[src/verilog/blt_pkg.sv]
// package: constants and encodings for the burst laser transmit control block
// Overview of operation
// modulation dac follows host value, or reloads from modulation table every 10 ms
// modulation table read from eeprom slave A6h, bytes 80h-FFh, temperature indexed
// modulation ramp moves one lsb per clock, otherwise new value applies at once
// bias ramp moves one lsb per clock, otherwise new value applies at once
// modulation current off between bursts and during safety shutdown
// burst gate inversion control and separate transmit polarity inversion control
// eye crossing shift by direction and size, hires halves step and range
// light detect high when laser emits light, judged by photodiode comparator
// light in burst gaps flagged as rogue emission fault to safety logic
// in gaps comparator goes straight to light detect and rogue logic
// rogue testing suppressed for programmable cycles after burst gate falls
// in burst light detect latches high, clears at burst end or deglitch timeout
// light detect forced high while fast start runs
// select picks detect or fault pin function, allow holds pin high until config
// light detect reasserts whenever light returns within a burst
// three-bit bias mode selects open, lut, closed, preload, fast start modes
// mode bit0 lut enable, bit1 fast start enable, bit2 closed loop enable
// bias dac set by host; open loop with lut reloads every 10 ms
// bias table read from eeprom slave A6h, bytes 00h-7Fh, temperature indexed
// closed loop adds gain-scaled power error into precise bias accumulator
// closed loop lut and fast start bits act once then clear; host may retrigger
// mode loaded at power up; sleep and disable copy preset bits into mode
// deglitch counted in clock cycles, restarting whenever comparator returns high
package blt_pkg;
    // timing
    localparam int CLK_PERIOD_NS = 10;
    localparam int LUT_REFRESH_NS = 10_000_000;
    localparam int LUT_REFRESH_CYC = LUT_REFRESH_NS / CLK_PERIOD_NS;
    // eeprom table location
    localparam logic [7:0] EEP_SLAVE = 8'hA6;
    localparam logic [7:0] MODLUT_BASE = 8'h80;
    localparam logic [7:0] BIASLUT_BASE = 8'h00;
    // register offsets
    localparam logic [7:0] OFS_MODDAC = 8'h00;
    localparam logic [7:0] OFS_BIASDAC = 8'h04;
    localparam logic [7:0] OFS_CTRL = 8'h08;
    localparam logic [7:0] OFS_BIASMODE = 8'h0C;
    localparam logic [7:0] OFS_PWSIZE = 8'h10;
    localparam logic [7:0] OFS_DEGLITCH = 8'h14;
    localparam logic [7:0] OFS_ROGUE_DLY = 8'h18;
    localparam logic [7:0] OFS_APC = 8'h1C;
    localparam logic [7:0] OFS_STATUS = 8'h20;
    // control register fields
    localparam int CTRL_MODLUT = 0;
    localparam int CTRL_MODRAMP = 1;
    localparam int CTRL_BIASRAMP = 2;
    localparam int CTRL_BURST_INV = 3;
    localparam int CTRL_TX_INV = 4;
    localparam int CTRL_PW_DIR = 5;
    localparam int CTRL_PW_HIRES = 6;
    localparam int CTRL_SD_SELECT = 7;
    localparam int CTRL_SD_ALLOW = 8;
    // bias mode register fields, apc register gain field lsb and bias accumulator fraction bits
    localparam int BM_LUT = 0;
    localparam int BM_FS = 1;
    localparam int BM_APC = 2;
    localparam int BM_FS_SLEEP = 3;
    localparam int BM_LUT_SLEEP = 4;
    localparam int BM_FS_TXDIS = 5;
    localparam int BM_LUT_TXDIS = 6;
    localparam int APC_GAIN_LSB = 8;
    localparam int APC_FRAC = 15;
    // reset values
    localparam logic [8:0] CTRL_RST = 9'h100;
    localparam logic [6:0] BIASMODE_RST = 7'h00;
    localparam logic [15:0] DEGLITCH_RST = 16'h0010;
    localparam logic [15:0] ROGUE_DLY_RST = 16'h0040;
    localparam logic [3:0] APC_GAIN_RST = 4'h8;
    // table fetch states
    typedef enum logic [2:0] {
        BLT_IDLE = 3'b001,
        BLT_MOD = 3'b010,
        BLT_BIAS = 3'b100
    } blt_fetch_t;
endpackage : blt_pkg

[src/verilog/blt_control.sv]
// module: burst laser transmit control, dacs, bias modes, light detect, rogue
`timescale 1ns/100ps
module blt_control #(
    parameter int REFRESH_CYC = blt_pkg::LUT_REFRESH_CYC
) (
    input wire logic clk_sys,
    input wire logic sys_rst,
    input wire logic [7:0] reg_addr,
    input wire logic [31:0] reg_wdata,
    input wire logic reg_wr,
    input wire logic reg_rd,
    output logic [31:0] reg_rdata,
    input wire logic burst_gate,
    input wire logic light_cmp,
    input wire logic safety_shutdown,
    input wire logic safety_fault,
    input wire logic [7:0] temp_uncal,
    input wire logic [7:0] mon_power,
    input wire logic cfg_done,
    input wire logic [2:0] boot_biasmode,
    input wire logic sleep_in,
    input wire logic tx_disable_in,
    input wire logic eep_done,
    input wire logic [7:0] eep_data,
    input wire logic fs_done,
    input wire logic [7:0] fs_bias,
    output logic [7:0] mod_dac,
    output logic mod_enable,
    output logic [7:0] bias_dac,
    output logic tx_invert_out,
    output logic eye_dir,
    output logic [3:0] eye_size,
    output logic eye_hires,
    output logic light_detect_internal,
    output logic rogue_fault,
    output logic light_detect_out,
    output logic light_detect_oe,
    output logic eep_req,
    output logic [7:0] eep_dev,
    output logic [7:0] eep_addr,
    output logic fs_active
);
    typedef struct packed {
        logic [7:0] mod_tgt;
        logic [7:0] mod_out;
        logic mod_on;
        logic [22:0] bias_acc;
        logic [7:0] bias_out;
        logic [8:0] ctrl;
        logic [6:0] bmode;
        logic [3:0] pw_size;
        logic [15:0] dg_period;
        logic [15:0] rg_delay;
        logic [15:0] dg_cnt;
        logic [15:0] rg_cnt;
        logic [7:0] apc_target;
        logic [3:0] apc_gain;
        logic burst_q;
        logic sleep_q;
        logic txdis_q;
        logic cfg_q;
        logic sd_int;
        logic rogue;
        logic pin_o;
        logic pin_oe;
        logic [31:0] tick_cnt;
        logic mod_pend;
        logic bias_pend;
        blt_pkg::blt_fetch_t fsm;
        logic eep_req;
        logic [7:0] eep_dev;
        logic [7:0] eep_addr;
        logic fs_active;
        logic [31:0] rdata;
    } blt_state_t;

    blt_state_t st_reg;
    blt_state_t st_next;
    logic burst_eff;
    logic burst_fall;
    logic tick;
    logic apc_on;
    logic [8:0] apc_err;
    logic [24:0] apc_delta;
    logic [24:0] apc_sum;

    // step toward target by one lsb, or jump when ramp is off
    function automatic logic [7:0] blt_step(input logic [7:0] cur, input logic [7:0] tgt,
                                            input logic ramp);
        logic [7:0] res;
        res = tgt;
        if (ramp && cur < tgt) begin
            res = cur + 8'h01;
        end else if (ramp && cur > tgt) begin
            res = cur - 8'h01;
        end
        return res;
    endfunction : blt_step

    // effective burst gate and shared timing terms
    // gate inversion
    assign burst_eff = burst_gate ^ st_reg.ctrl[blt_pkg::CTRL_BURST_INV];
    assign burst_fall = st_reg.burst_q & ~burst_eff;
    // refresh period tick
    assign tick = (st_reg.tick_cnt >= REFRESH_CYC - 1);
    // mode bit decode
    assign apc_on = st_reg.bmode[blt_pkg::BM_APC];
    // gain-scaled power error
    assign apc_err = {1'b0, st_reg.apc_target} - {1'b0, mon_power};
    assign apc_delta = 25'($signed({{16{apc_err[8]}}, apc_err}) <<< st_reg.apc_gain);
    assign apc_sum = {2'b00, st_reg.bias_acc} + apc_delta;

    // next state of the whole block
    always_comb begin
        st_next = st_reg;
        st_next.rdata = 32'h0000_0000;
        st_next.burst_q = burst_eff;
        st_next.sleep_q = sleep_in;
        st_next.txdis_q = tx_disable_in;
        st_next.cfg_q = cfg_done;
        st_next.tick_cnt = tick ? 32'h0000_0000 : st_reg.tick_cnt + 32'h0000_0001;

        // modulation gated by burst and shutdown
        st_next.mod_on = burst_eff & ~safety_shutdown;
        // modulation ramp or direct
        st_next.mod_out = blt_step(st_reg.mod_out, st_reg.mod_tgt,
                                   st_reg.ctrl[blt_pkg::CTRL_MODRAMP]);
        // bias ramp or direct
        st_next.bias_out = blt_step(st_reg.bias_out, st_reg.bias_acc[22:blt_pkg::APC_FRAC],
                                    st_reg.ctrl[blt_pkg::CTRL_BIASRAMP]);

        // periodic modulation table refresh
        if (tick && st_reg.ctrl[blt_pkg::CTRL_MODLUT]) begin
            st_next.mod_pend = 1'b1;
        end
        // open loop bias table refresh
        if (tick && !apc_on && st_reg.bmode[blt_pkg::BM_LUT]) begin
            st_next.bias_pend = 1'b1;
        end

        // closed loop accumulation during bursts
        if (apc_on && burst_eff && !st_reg.fs_active && st_reg.fsm == blt_pkg::BLT_IDLE) begin
            if (apc_sum[24]) begin
                st_next.bias_acc = 23'h000000;
            end else if (apc_sum[23]) begin
                st_next.bias_acc = 23'h7FFFFF;
            end else begin
                st_next.bias_acc = apc_sum[22:0];
            end
        end

        // closed loop preload trigger, then clear the bit
        if (apc_on && st_reg.bmode[blt_pkg::BM_LUT] && !st_reg.bias_pend
            && st_reg.fsm != blt_pkg::BLT_BIAS) begin
            st_next.bias_pend = 1'b1;
            st_next.bmode[blt_pkg::BM_LUT] = 1'b0;
        end
        // fast start once preload is done, then clear the bit
        if (apc_on && st_reg.bmode[blt_pkg::BM_FS] && !st_reg.fs_active && burst_eff
            && !st_reg.bias_pend && !st_reg.bmode[blt_pkg::BM_LUT]
            && st_reg.fsm == blt_pkg::BLT_IDLE) begin
            st_next.fs_active = 1'b1;
            st_next.bmode[blt_pkg::BM_FS] = 1'b0;
        end else if (st_reg.fs_active && fs_done) begin
            st_next.fs_active = 1'b0;
            st_next.bias_acc = {fs_bias, 15'h0000};
        end

        // table fetch sequencer, one entry at a time
        case (st_reg.fsm)
            blt_pkg::BLT_IDLE: begin
                if (st_reg.mod_pend) begin
                    // modulation entry address
                    st_next.fsm = blt_pkg::BLT_MOD;
                    st_next.mod_pend = 1'b0;
                    st_next.eep_req = 1'b1;
                    st_next.eep_dev = blt_pkg::EEP_SLAVE;
                    st_next.eep_addr = blt_pkg::MODLUT_BASE | {1'b0, temp_uncal[7:1]};
                end else if (st_reg.bias_pend && !st_reg.fs_active) begin
                    // bias entry address
                    st_next.fsm = blt_pkg::BLT_BIAS;
                    st_next.bias_pend = 1'b0;
                    st_next.eep_req = 1'b1;
                    st_next.eep_dev = blt_pkg::EEP_SLAVE;
                    st_next.eep_addr = blt_pkg::BIASLUT_BASE | {1'b0, temp_uncal[7:1]};
                end
            end
            blt_pkg::BLT_MOD: begin
                if (eep_done) begin
                    st_next.fsm = blt_pkg::BLT_IDLE;
                    st_next.eep_req = 1'b0;
                    st_next.mod_tgt = eep_data;
                end
            end
            blt_pkg::BLT_BIAS: begin
                if (eep_done) begin
                    st_next.fsm = blt_pkg::BLT_IDLE;
                    st_next.eep_req = 1'b0;
                    st_next.bias_acc = {eep_data, 15'h0000};
                end
            end
            default: begin
                st_next.fsm = blt_pkg::BLT_IDLE;
                st_next.eep_req = 1'b0;
            end
        endcase

        // in-burst latch with deglitch, counter restarts on light
        if (burst_eff) begin
            if (light_cmp) begin
                st_next.dg_cnt = 16'h0000;
                // reassert on returning light
                st_next.sd_int = 1'b1;
            end else if (st_reg.sd_int) begin
                if (st_reg.dg_cnt >= st_reg.dg_period) begin
                    st_next.sd_int = 1'b0;
                end else begin
                    st_next.dg_cnt = st_reg.dg_cnt + 16'h0001;
                end
            end
        end else begin
            // transparent in gaps
            st_next.dg_cnt = 16'h0000;
            st_next.sd_int = light_cmp;
        end
        // forced high during fast start
        if (st_reg.fs_active) begin
            st_next.sd_int = 1'b1;
        end

        // rogue test held off after burst end
        if (burst_fall) begin
            st_next.rg_cnt = st_reg.rg_delay;
        end else if (st_reg.rg_cnt != 16'h0000) begin
            st_next.rg_cnt = st_reg.rg_cnt - 16'h0001;
        end
        // light in gap reported to safety
        st_next.rogue = ~burst_eff & ~burst_fall & light_cmp & (st_reg.rg_cnt == 16'h0000);

        // pin function and start-up hold
        if (st_reg.ctrl[blt_pkg::CTRL_SD_ALLOW] && !cfg_done) begin
            st_next.pin_o = 1'b1;
            st_next.pin_oe = ~st_reg.ctrl[blt_pkg::CTRL_SD_SELECT];
        end else if (st_reg.ctrl[blt_pkg::CTRL_SD_SELECT]) begin
            st_next.pin_o = 1'b0;
            st_next.pin_oe = ~safety_fault;
        end else begin
            // light indication on pin
            st_next.pin_o = st_reg.sd_int;
            st_next.pin_oe = 1'b1;
        end

        // power-up mode load and preset copies
        if (cfg_done && !st_reg.cfg_q) begin
            st_next.bmode[2:0] = boot_biasmode;
        end
        if (sleep_in && !st_reg.sleep_q) begin
            st_next.bmode[blt_pkg::BM_FS] = st_reg.bmode[blt_pkg::BM_FS_SLEEP];
            st_next.bmode[blt_pkg::BM_LUT] = st_reg.bmode[blt_pkg::BM_LUT_SLEEP];
        end
        if (tx_disable_in && !st_reg.txdis_q) begin
            st_next.bmode[blt_pkg::BM_FS] = st_reg.bmode[blt_pkg::BM_FS_TXDIS];
            st_next.bmode[blt_pkg::BM_LUT] = st_reg.bmode[blt_pkg::BM_LUT_TXDIS];
        end

        // register writes, last so the host retrigger always lands
        if (reg_wr) begin
            case (reg_addr)
                blt_pkg::OFS_MODDAC: st_next.mod_tgt = reg_wdata[7:0];
                blt_pkg::OFS_BIASDAC: st_next.bias_acc = {reg_wdata[7:0], 15'h0000};
                blt_pkg::OFS_CTRL: st_next.ctrl = reg_wdata[8:0];
                blt_pkg::OFS_BIASMODE: st_next.bmode = reg_wdata[6:0];
                blt_pkg::OFS_PWSIZE: st_next.pw_size = reg_wdata[3:0];
                blt_pkg::OFS_DEGLITCH: st_next.dg_period = reg_wdata[15:0];
                blt_pkg::OFS_ROGUE_DLY: st_next.rg_delay = reg_wdata[15:0];
                blt_pkg::OFS_APC: begin
                    st_next.apc_target = reg_wdata[7:0];
                    st_next.apc_gain = reg_wdata[11:blt_pkg::APC_GAIN_LSB];
                end
                default: begin
                end
            endcase
        end
        // register reads, data one cycle later
        if (reg_rd) begin
            case (reg_addr)
                blt_pkg::OFS_MODDAC: st_next.rdata = {24'h000000, st_reg.mod_tgt};
                blt_pkg::OFS_BIASDAC: st_next.rdata = {24'h000000, st_reg.bias_out};
                blt_pkg::OFS_CTRL: st_next.rdata = {23'h000000, st_reg.ctrl};
                blt_pkg::OFS_BIASMODE: st_next.rdata = {25'h0000000, st_reg.bmode};
                blt_pkg::OFS_PWSIZE: st_next.rdata = {28'h0000000, st_reg.pw_size};
                blt_pkg::OFS_DEGLITCH: st_next.rdata = {16'h0000, st_reg.dg_period};
                blt_pkg::OFS_ROGUE_DLY: st_next.rdata = {16'h0000, st_reg.rg_delay};
                blt_pkg::OFS_APC: begin
                    st_next.rdata = {20'h00000, st_reg.apc_gain, st_reg.apc_target};
                end
                blt_pkg::OFS_STATUS: begin
                    st_next.rdata = {27'h0000000, st_reg.burst_q,
                                     st_reg.mod_pend | st_reg.bias_pend,
                                     st_reg.fs_active, st_reg.rogue, st_reg.sd_int};
                end
                default: st_next.rdata = 32'h0000_0000;
            endcase
        end
    end

    // state register
    always_ff @(posedge clk_sys or posedge sys_rst) begin
        if (sys_rst) begin
            st_reg <= '0;
            st_reg.ctrl <= blt_pkg::CTRL_RST;
            st_reg.bmode <= blt_pkg::BIASMODE_RST;
            st_reg.dg_period <= blt_pkg::DEGLITCH_RST;
            st_reg.rg_delay <= blt_pkg::ROGUE_DLY_RST;
            st_reg.apc_gain <= blt_pkg::APC_GAIN_RST;
            st_reg.fsm <= blt_pkg::BLT_IDLE;
            st_reg.pin_o <= 1'b1;
        end else begin
            st_reg <= st_next;
        end
    end

    // outputs straight from state flops
    assign reg_rdata = st_reg.rdata;
    assign mod_dac = st_reg.mod_out;
    assign mod_enable = st_reg.mod_on;
    assign bias_dac = st_reg.bias_out;
    // transmit polarity, eye crossing controls
    assign tx_invert_out = st_reg.ctrl[blt_pkg::CTRL_TX_INV];
    assign eye_dir = st_reg.ctrl[blt_pkg::CTRL_PW_DIR];
    assign eye_size = st_reg.pw_size;
    assign eye_hires = st_reg.ctrl[blt_pkg::CTRL_PW_HIRES];
    assign light_detect_internal = st_reg.sd_int;
    assign rogue_fault = st_reg.rogue;
    assign light_detect_out = st_reg.pin_o;
    assign light_detect_oe = st_reg.pin_oe;
    assign eep_req = st_reg.eep_req;
    assign eep_dev = st_reg.eep_dev;
    assign eep_addr = st_reg.eep_addr;
    assign fs_active = st_reg.fs_active;
endmodule : blt_control

[config.mk]
export PLATFORM = sky130hd
export DESIGN_NAME = blt_control
export DESIGN_NICKNAME = d
export VERILOG_FILES = /design/src/verilog/blt_pkg.sv /design/src/verilog/blt_control.sv
export SDC_FILE = /design/constraint.sdc
export NUM_CORES = 1
export LEC_CHECK = 0
export BUFFER_PORTS_ARGS = -buffer_cell sky130_fd_sc_hd__buf_2
export CAP_MARGIN = 20
export CORE_MARGIN = 2
export CORE_UTILIZATION = 44
export DETAILED_ROUTE_END_ITERATION = 7
export GPL_TIMING_DRIVEN = 0
export PLACE_DENSITY_LB_ADDON = 0.05
export SETUP_SLACK_MARGIN = 0.02
export SYNTH_ARGS = -nofsm -noshare
export SYNTH_HDL_FRONTEND = slang
export SYNTH_SLANG_ARGS = --single-unit
[constraint.sdc]
create_clock -name clk_sys -period 7.2 [get_ports clk_sys]
set_input_delay 0.36 -clock clk_sys [delete_from_list [all_inputs] [get_ports clk_sys]]
set_output_delay 0.36 -clock clk_sys [all_outputs]
set_load 0.01 [all_outputs]
-- After elaboration in Yosys (flattened, before gate mapping)
Cells that the tools add are included.
- flip-flop bits (word level): 239
- bits of input ports: 88
- output and inout bits: 78
- logic and storage cells: 180
- add/sub/neg operators: 9
- order comparisons: 6
- eq/ne operators: 16
- shift-type cells: 1
- muxes and demuxes: 55
- bitwise gates (word level): 12
- reductions and logical operators: 49
- operators with widths (operator ; count):
    23-bit two-way mux ; 9
    16-bit two-way mux ; 9
    16-bit one-hot mux with 9 select lines ; 1
    8-bit two-way mux ; 8
    39-bit two-way mux ; 1
    32-bit by 1-bit adder with 32-bit output (second input constant) ; 1
    8-bit by 5-bit equality test with 1-bit output (second input constant) ; 4
    32-bit by 20-bit greater-or-equal comparator with 1-bit output (second input constant) ; 1
    32-bit two-way mux ; 1
    23-bit by 25-bit adder with 25-bit output ; 1
    1-bit logical AND ; 25
    9-bit by 4-bit <<< shifter with 25-bit output ; 1
    21-bit two-way mux ; 1
    20-bit two-way mux ; 1
    2-bit AND reduction ; 9
    16-bit by 1-bit adder with 16-bit output (second input constant) ; 1
    8-bit by 1-bit adder with 8-bit output (second input constant) ; 2
    8-bit by 4-bit equality test with 1-bit output (second input constant) ; 2
    16-bit greater-or-equal comparator ; 1
    8-bit > comparator ; 2
    16-bit zero test ; 1
    8-bit < comparator ; 2
    16-bit nonzero test ; 1
    16-bit by 1-bit subtractor with 16-bit output (second input constant) ; 1
    other kinds (23) ; 62

-- Logic depth before layout (Yosys ltp)
- word-level depth: 12
- mapped depth: 22
- depth with buffers taken out: 20

-- Worst setup path before layout
No wires, ideal clock.
- path kind: register -> register
- start: register st_reg[99] in the netlist's numbering
- end: register st_reg[214] in the netlist's numbering
- library setup time: 0.133 ns
- arrival: 4.370 ns
- data required time: 7.067 ns
- slack: 2.697 ns
- stages on the path, launching flop included: 23
- buffers on the path: 2
- period minus slack after synthesis: 4.503 ns
- cell sequence: dfrtp_1 -> inv_1 -> ha_1 -> fa_1 -> nor2b_1 -> o21ai_1 -> o211a_1 -> xnor2_1 -> mux4_2 -> nor2_1 -> a21o_1 -> a21oi_1 -> ha_1 -> buf_2 -> a21o_1 -> o21bai_1 -> a221oi_1 -> nor3_1 -> a2111oi_1 -> nor2_1 -> nand3_2 -> buf_4 -> o22ai_1
- RTL lines (item ; line ; RTL):
    start: declaration ; blt_control.sv:77 ; blt_state_t st_reg;
    start signal: assignment ; blt_control.sv:319 ; st_reg <= st_next;

==> summary.md <==
| Metric | Value |
|---|---|
| Std cell rows | 63 |
| Total power | 0.005130 W |
| Synth area leader | dfrtp_1 |
| Fmax | 184.7 MHz |
| Initial core utilization | 0.4469 |
| Num ports | 166 |
| Setup TNS Final | 0 ps |
| Synth Flop Type | dfrtp_1 |
| Worst reg-to-reg setup slack | 1780 ps |
| Netlist cell types | 76 |
| Reg clk slew, reported paths | 60 ps |
| Antenna cell count | 0 |
| Worst Setup Path Type | reg -> reg |
| Post-synth top area share | 0.3957 |
| Post-CTS Setup Bufs | 0 |
| TritonCTS buffer count | 26 |
| Largest register FFs | 160 |
| CTS tree | yes |
| Detail Route Antenna Nets | 0 |
| Ys Warns | 0 |
| Slew of the pin with the lowest slew margin | 1081 ps |
| Drc violations | 0 |
| H-tree levels | 1 |
| Worst EP required | 7600 ps |
| Largest net degree at the start of global routing | 81 |
| FF-to-FF End | st_reg[214] |
| Status | completed |
| DRT iter0 DRCs | 899 |
| Post-synthesis sequential area ratio | 0.4076 |
| Final hold vios | 0 |
| Die area | 31590 µm² |
| Number of max-cap violations | 0 |
| Worst setup path endpoint | st_reg[214] |
| Worst Path Arrival | 5810 ps |
| GR Util All Layers | 0.2441 |
| Placed insts | 1965 |
| Pleak | 7.250 nW |
| Core area | 29720 µm² |
| P&R area growth vs syn | 17.58% |
| Min cycle time layout | 5416 ps |
| Worst-Skew Late Latency | 560 ps |
| GPL Wtd Cong | 0.8522 |
| RSZ-0062 raised after global routing | no |
| Detailed placement HPWL | 28.89 mm |
| Worst ir drop on vdd | 0.2509 mV |
| Commonest non-fill, non-tap cell in the layout | dfrtp_1 |
| Final WL | 38.19 mm |
| Die width | 177.7 µm |
| Share of cells above drive strength 1 | 0.2124 |
| Worst Setup Slack, final | 1784 ps |
| Synthesized area | 13280 µm² |
| Routed length per instance | 18.92 µm |
| Final setup violation count | 0 |
| Post-route cell area | 15620 µm² |
| Worst setup EP type | flop |
| Clock sink count | 216 |
| EDFF count, synth | 0 |
| Rel. slew slack | 0.2744 |
| Final Non-Filler Cells | 2019 |
| Worst Setup Start Kind | flop |
| Router iterations before antenna repair | 8 |
| Reg-to-reg startpoint | st_reg[99] |
| Placed cell area | 14590 µm² |
| Initial antenna violation count | 1 |
| Critical path peak fanout | 10 |
| Power Dens Cells | 328.5 nW/µm² |
| First-pass GRT wire length | 59.93 mm |
| Buffers on Ports | 127 |
| Hold Startpoint | reg_wdata[15] |
| Nets | 1771 |
| CTS root buf | clkbuf_16 |
| Slew Limit Fails | 0 |
| Reg2reg path depth | 22 |
| Vias in the first global route | 10.78k |
| Synth top area cells | dfrtp_1 40%, ha_1 6.8%, mux2_2 6.0% |
| Place WS | 1785 ps |
| Post-synth ARST share | 1.000 |
| Remaining Overflow, GRT | 0 |
| Vias | 11.33k |
| Syn Inst Count | 1414 |
| #FFs+latches synth | 216 |
| Die Span Y | 177.7 µm |
| Largest buffer count on any clock path | 3 |
| Vias per std cell | 5.610 |
| Syn avg cell area | 9.392 µm² |
| Worst Clk Skew | 29.67 ps |
| Source of the critical timing path | st_reg[99] |
| Most frequent cells in the layout | 210 x dfrtp_1, 146 x nor2_1, 131 x buf_2, 114 x nand2_1, 95 x a21oi_1 |
| Final Cycle Share | 0.7522 |
| Min-Delay Path Class | in -> reg |
where the power goes:
| group | leakage (nW) | switching [W] | internal [W] |
|---|---|---|---|
| combinational | 3.98 | 0.00107 | 0.000889 |
| sequential | 2.81 | 0.000281 | 0.00143 |
| clock | 0.466 | 0.000561 | 0.000900 |
| total | 7.25 | 0.00191 | 0.00322 |
synth_stat cells, types with 6 or more instances:
cell type	count
a21oi_1	95
a211oi_1	9
mux2_2	71
dfrtp_1	210
and2_1	9
o21ai_1	26
a31oi_1	12
o21ai_0	44
o221a_2	7
nor2_1	146
o31ai_1	8
a22oi_1	21
nand4_1	11
o22ai_1	23
clkbuf_1	42
or4_1	9
ha_1	72
o21a_1	7
a222oi_1	15
nand2b_1	20
mux2i_1	17
a21o_1	20
a221oi_1	14
and3_1	15
buf_4	69
nor4_1	8
xor2_1	28
nand2_1	114
nor2b_1	12
o211ai_1	16
inv_1	64
dfstp_2	6
xnor2_1	35
nor3_1	29
nand3_1	30
how the worst min path moves through the flow:
stage | end | slack, ps | depth (start not counted)
floorplan | st_reg[91] | 390 | 0
global route | eep_addr[6] | 40 | 2
CTS | st_reg[168] | 30 | 2
global placement | st_reg[206] | 480 | 2
detailed placement | mod_enable | 460 | 2
finish | st_reg[154] | 50 | 2
routing by layer:
layer / global-route usage / vias to the layer above / wire (µm)
met1: 0.3410 / 5464 / 16900
li1: - / 5422 / -
met4: 0.06728 / 0 / 1041
met5: 0 / - / 0
met3: 0.03278 / 62 / 2502
met2: 0.3973 / 379 / 17750
cells by family after synthesis:
logic type	after synthesis	share of synthesized area
compound gates	359	0.1814
simple gates	431	0.1527
mux	89	0.07471
flops	216	0.4076
other cells	1	0.0002824
buf+inv	181	0.07094
fa+ha+maj	74	0.07085
xor+xnor	63	0.04155
metrics by stage:
| stage | hold WS, ps | utilization |
|---|---|---|
| final | 52.30 | 0.5255 |
| after global routing | 39.96 | 0.5255 |
| after CTS | 27.60 | 0.5255 |
| after detailed placement | 455.8 | 0.4909 |
| after global placement | 476.1 | 0.4886 |
| after floorplan | 391.4 | - |
worst max-delay path, cell delays in order, from the launching register on:
cell       delay (ps)
dfrtp_1           370
inv_1              90
ha_1              210
fa_1              400
nor2b_1           140
o21ai_1            90
o211a_1           290
xnor2_1           170
mux4_2            520
nor2_1            110
a21o_1            120
a21oi_1           100
ha_1              300
buf_2             170
a21o_1            190
o21bai_1          150
a221oi_1          370
nor3_1             90
a2111oi_1         550
nor2_1            220
nand3_2           260
buf_4             240
o22ai_1           110
what timing repair did:
action,4_1_cts,5_1_grt
endpoints found under the hold margin,72,0
hold buffers,6,0
resized for setup,0,0
setup endpoints to repair,0,0
layout make-up:
cell class	count	area [µm²]
Fill cell	2758	14100
Multi-Input combinational cell	1048	7042
Sequential cell	216	5413
Timing Repair Buffer	136	755.7
Clock buffer	33	726.9
Buffer	115	694.4
Tap cell	390	488.0
Inverter	66	255.2
Clock inverter	15	240.2
Power figures use the tool's default switching activity.
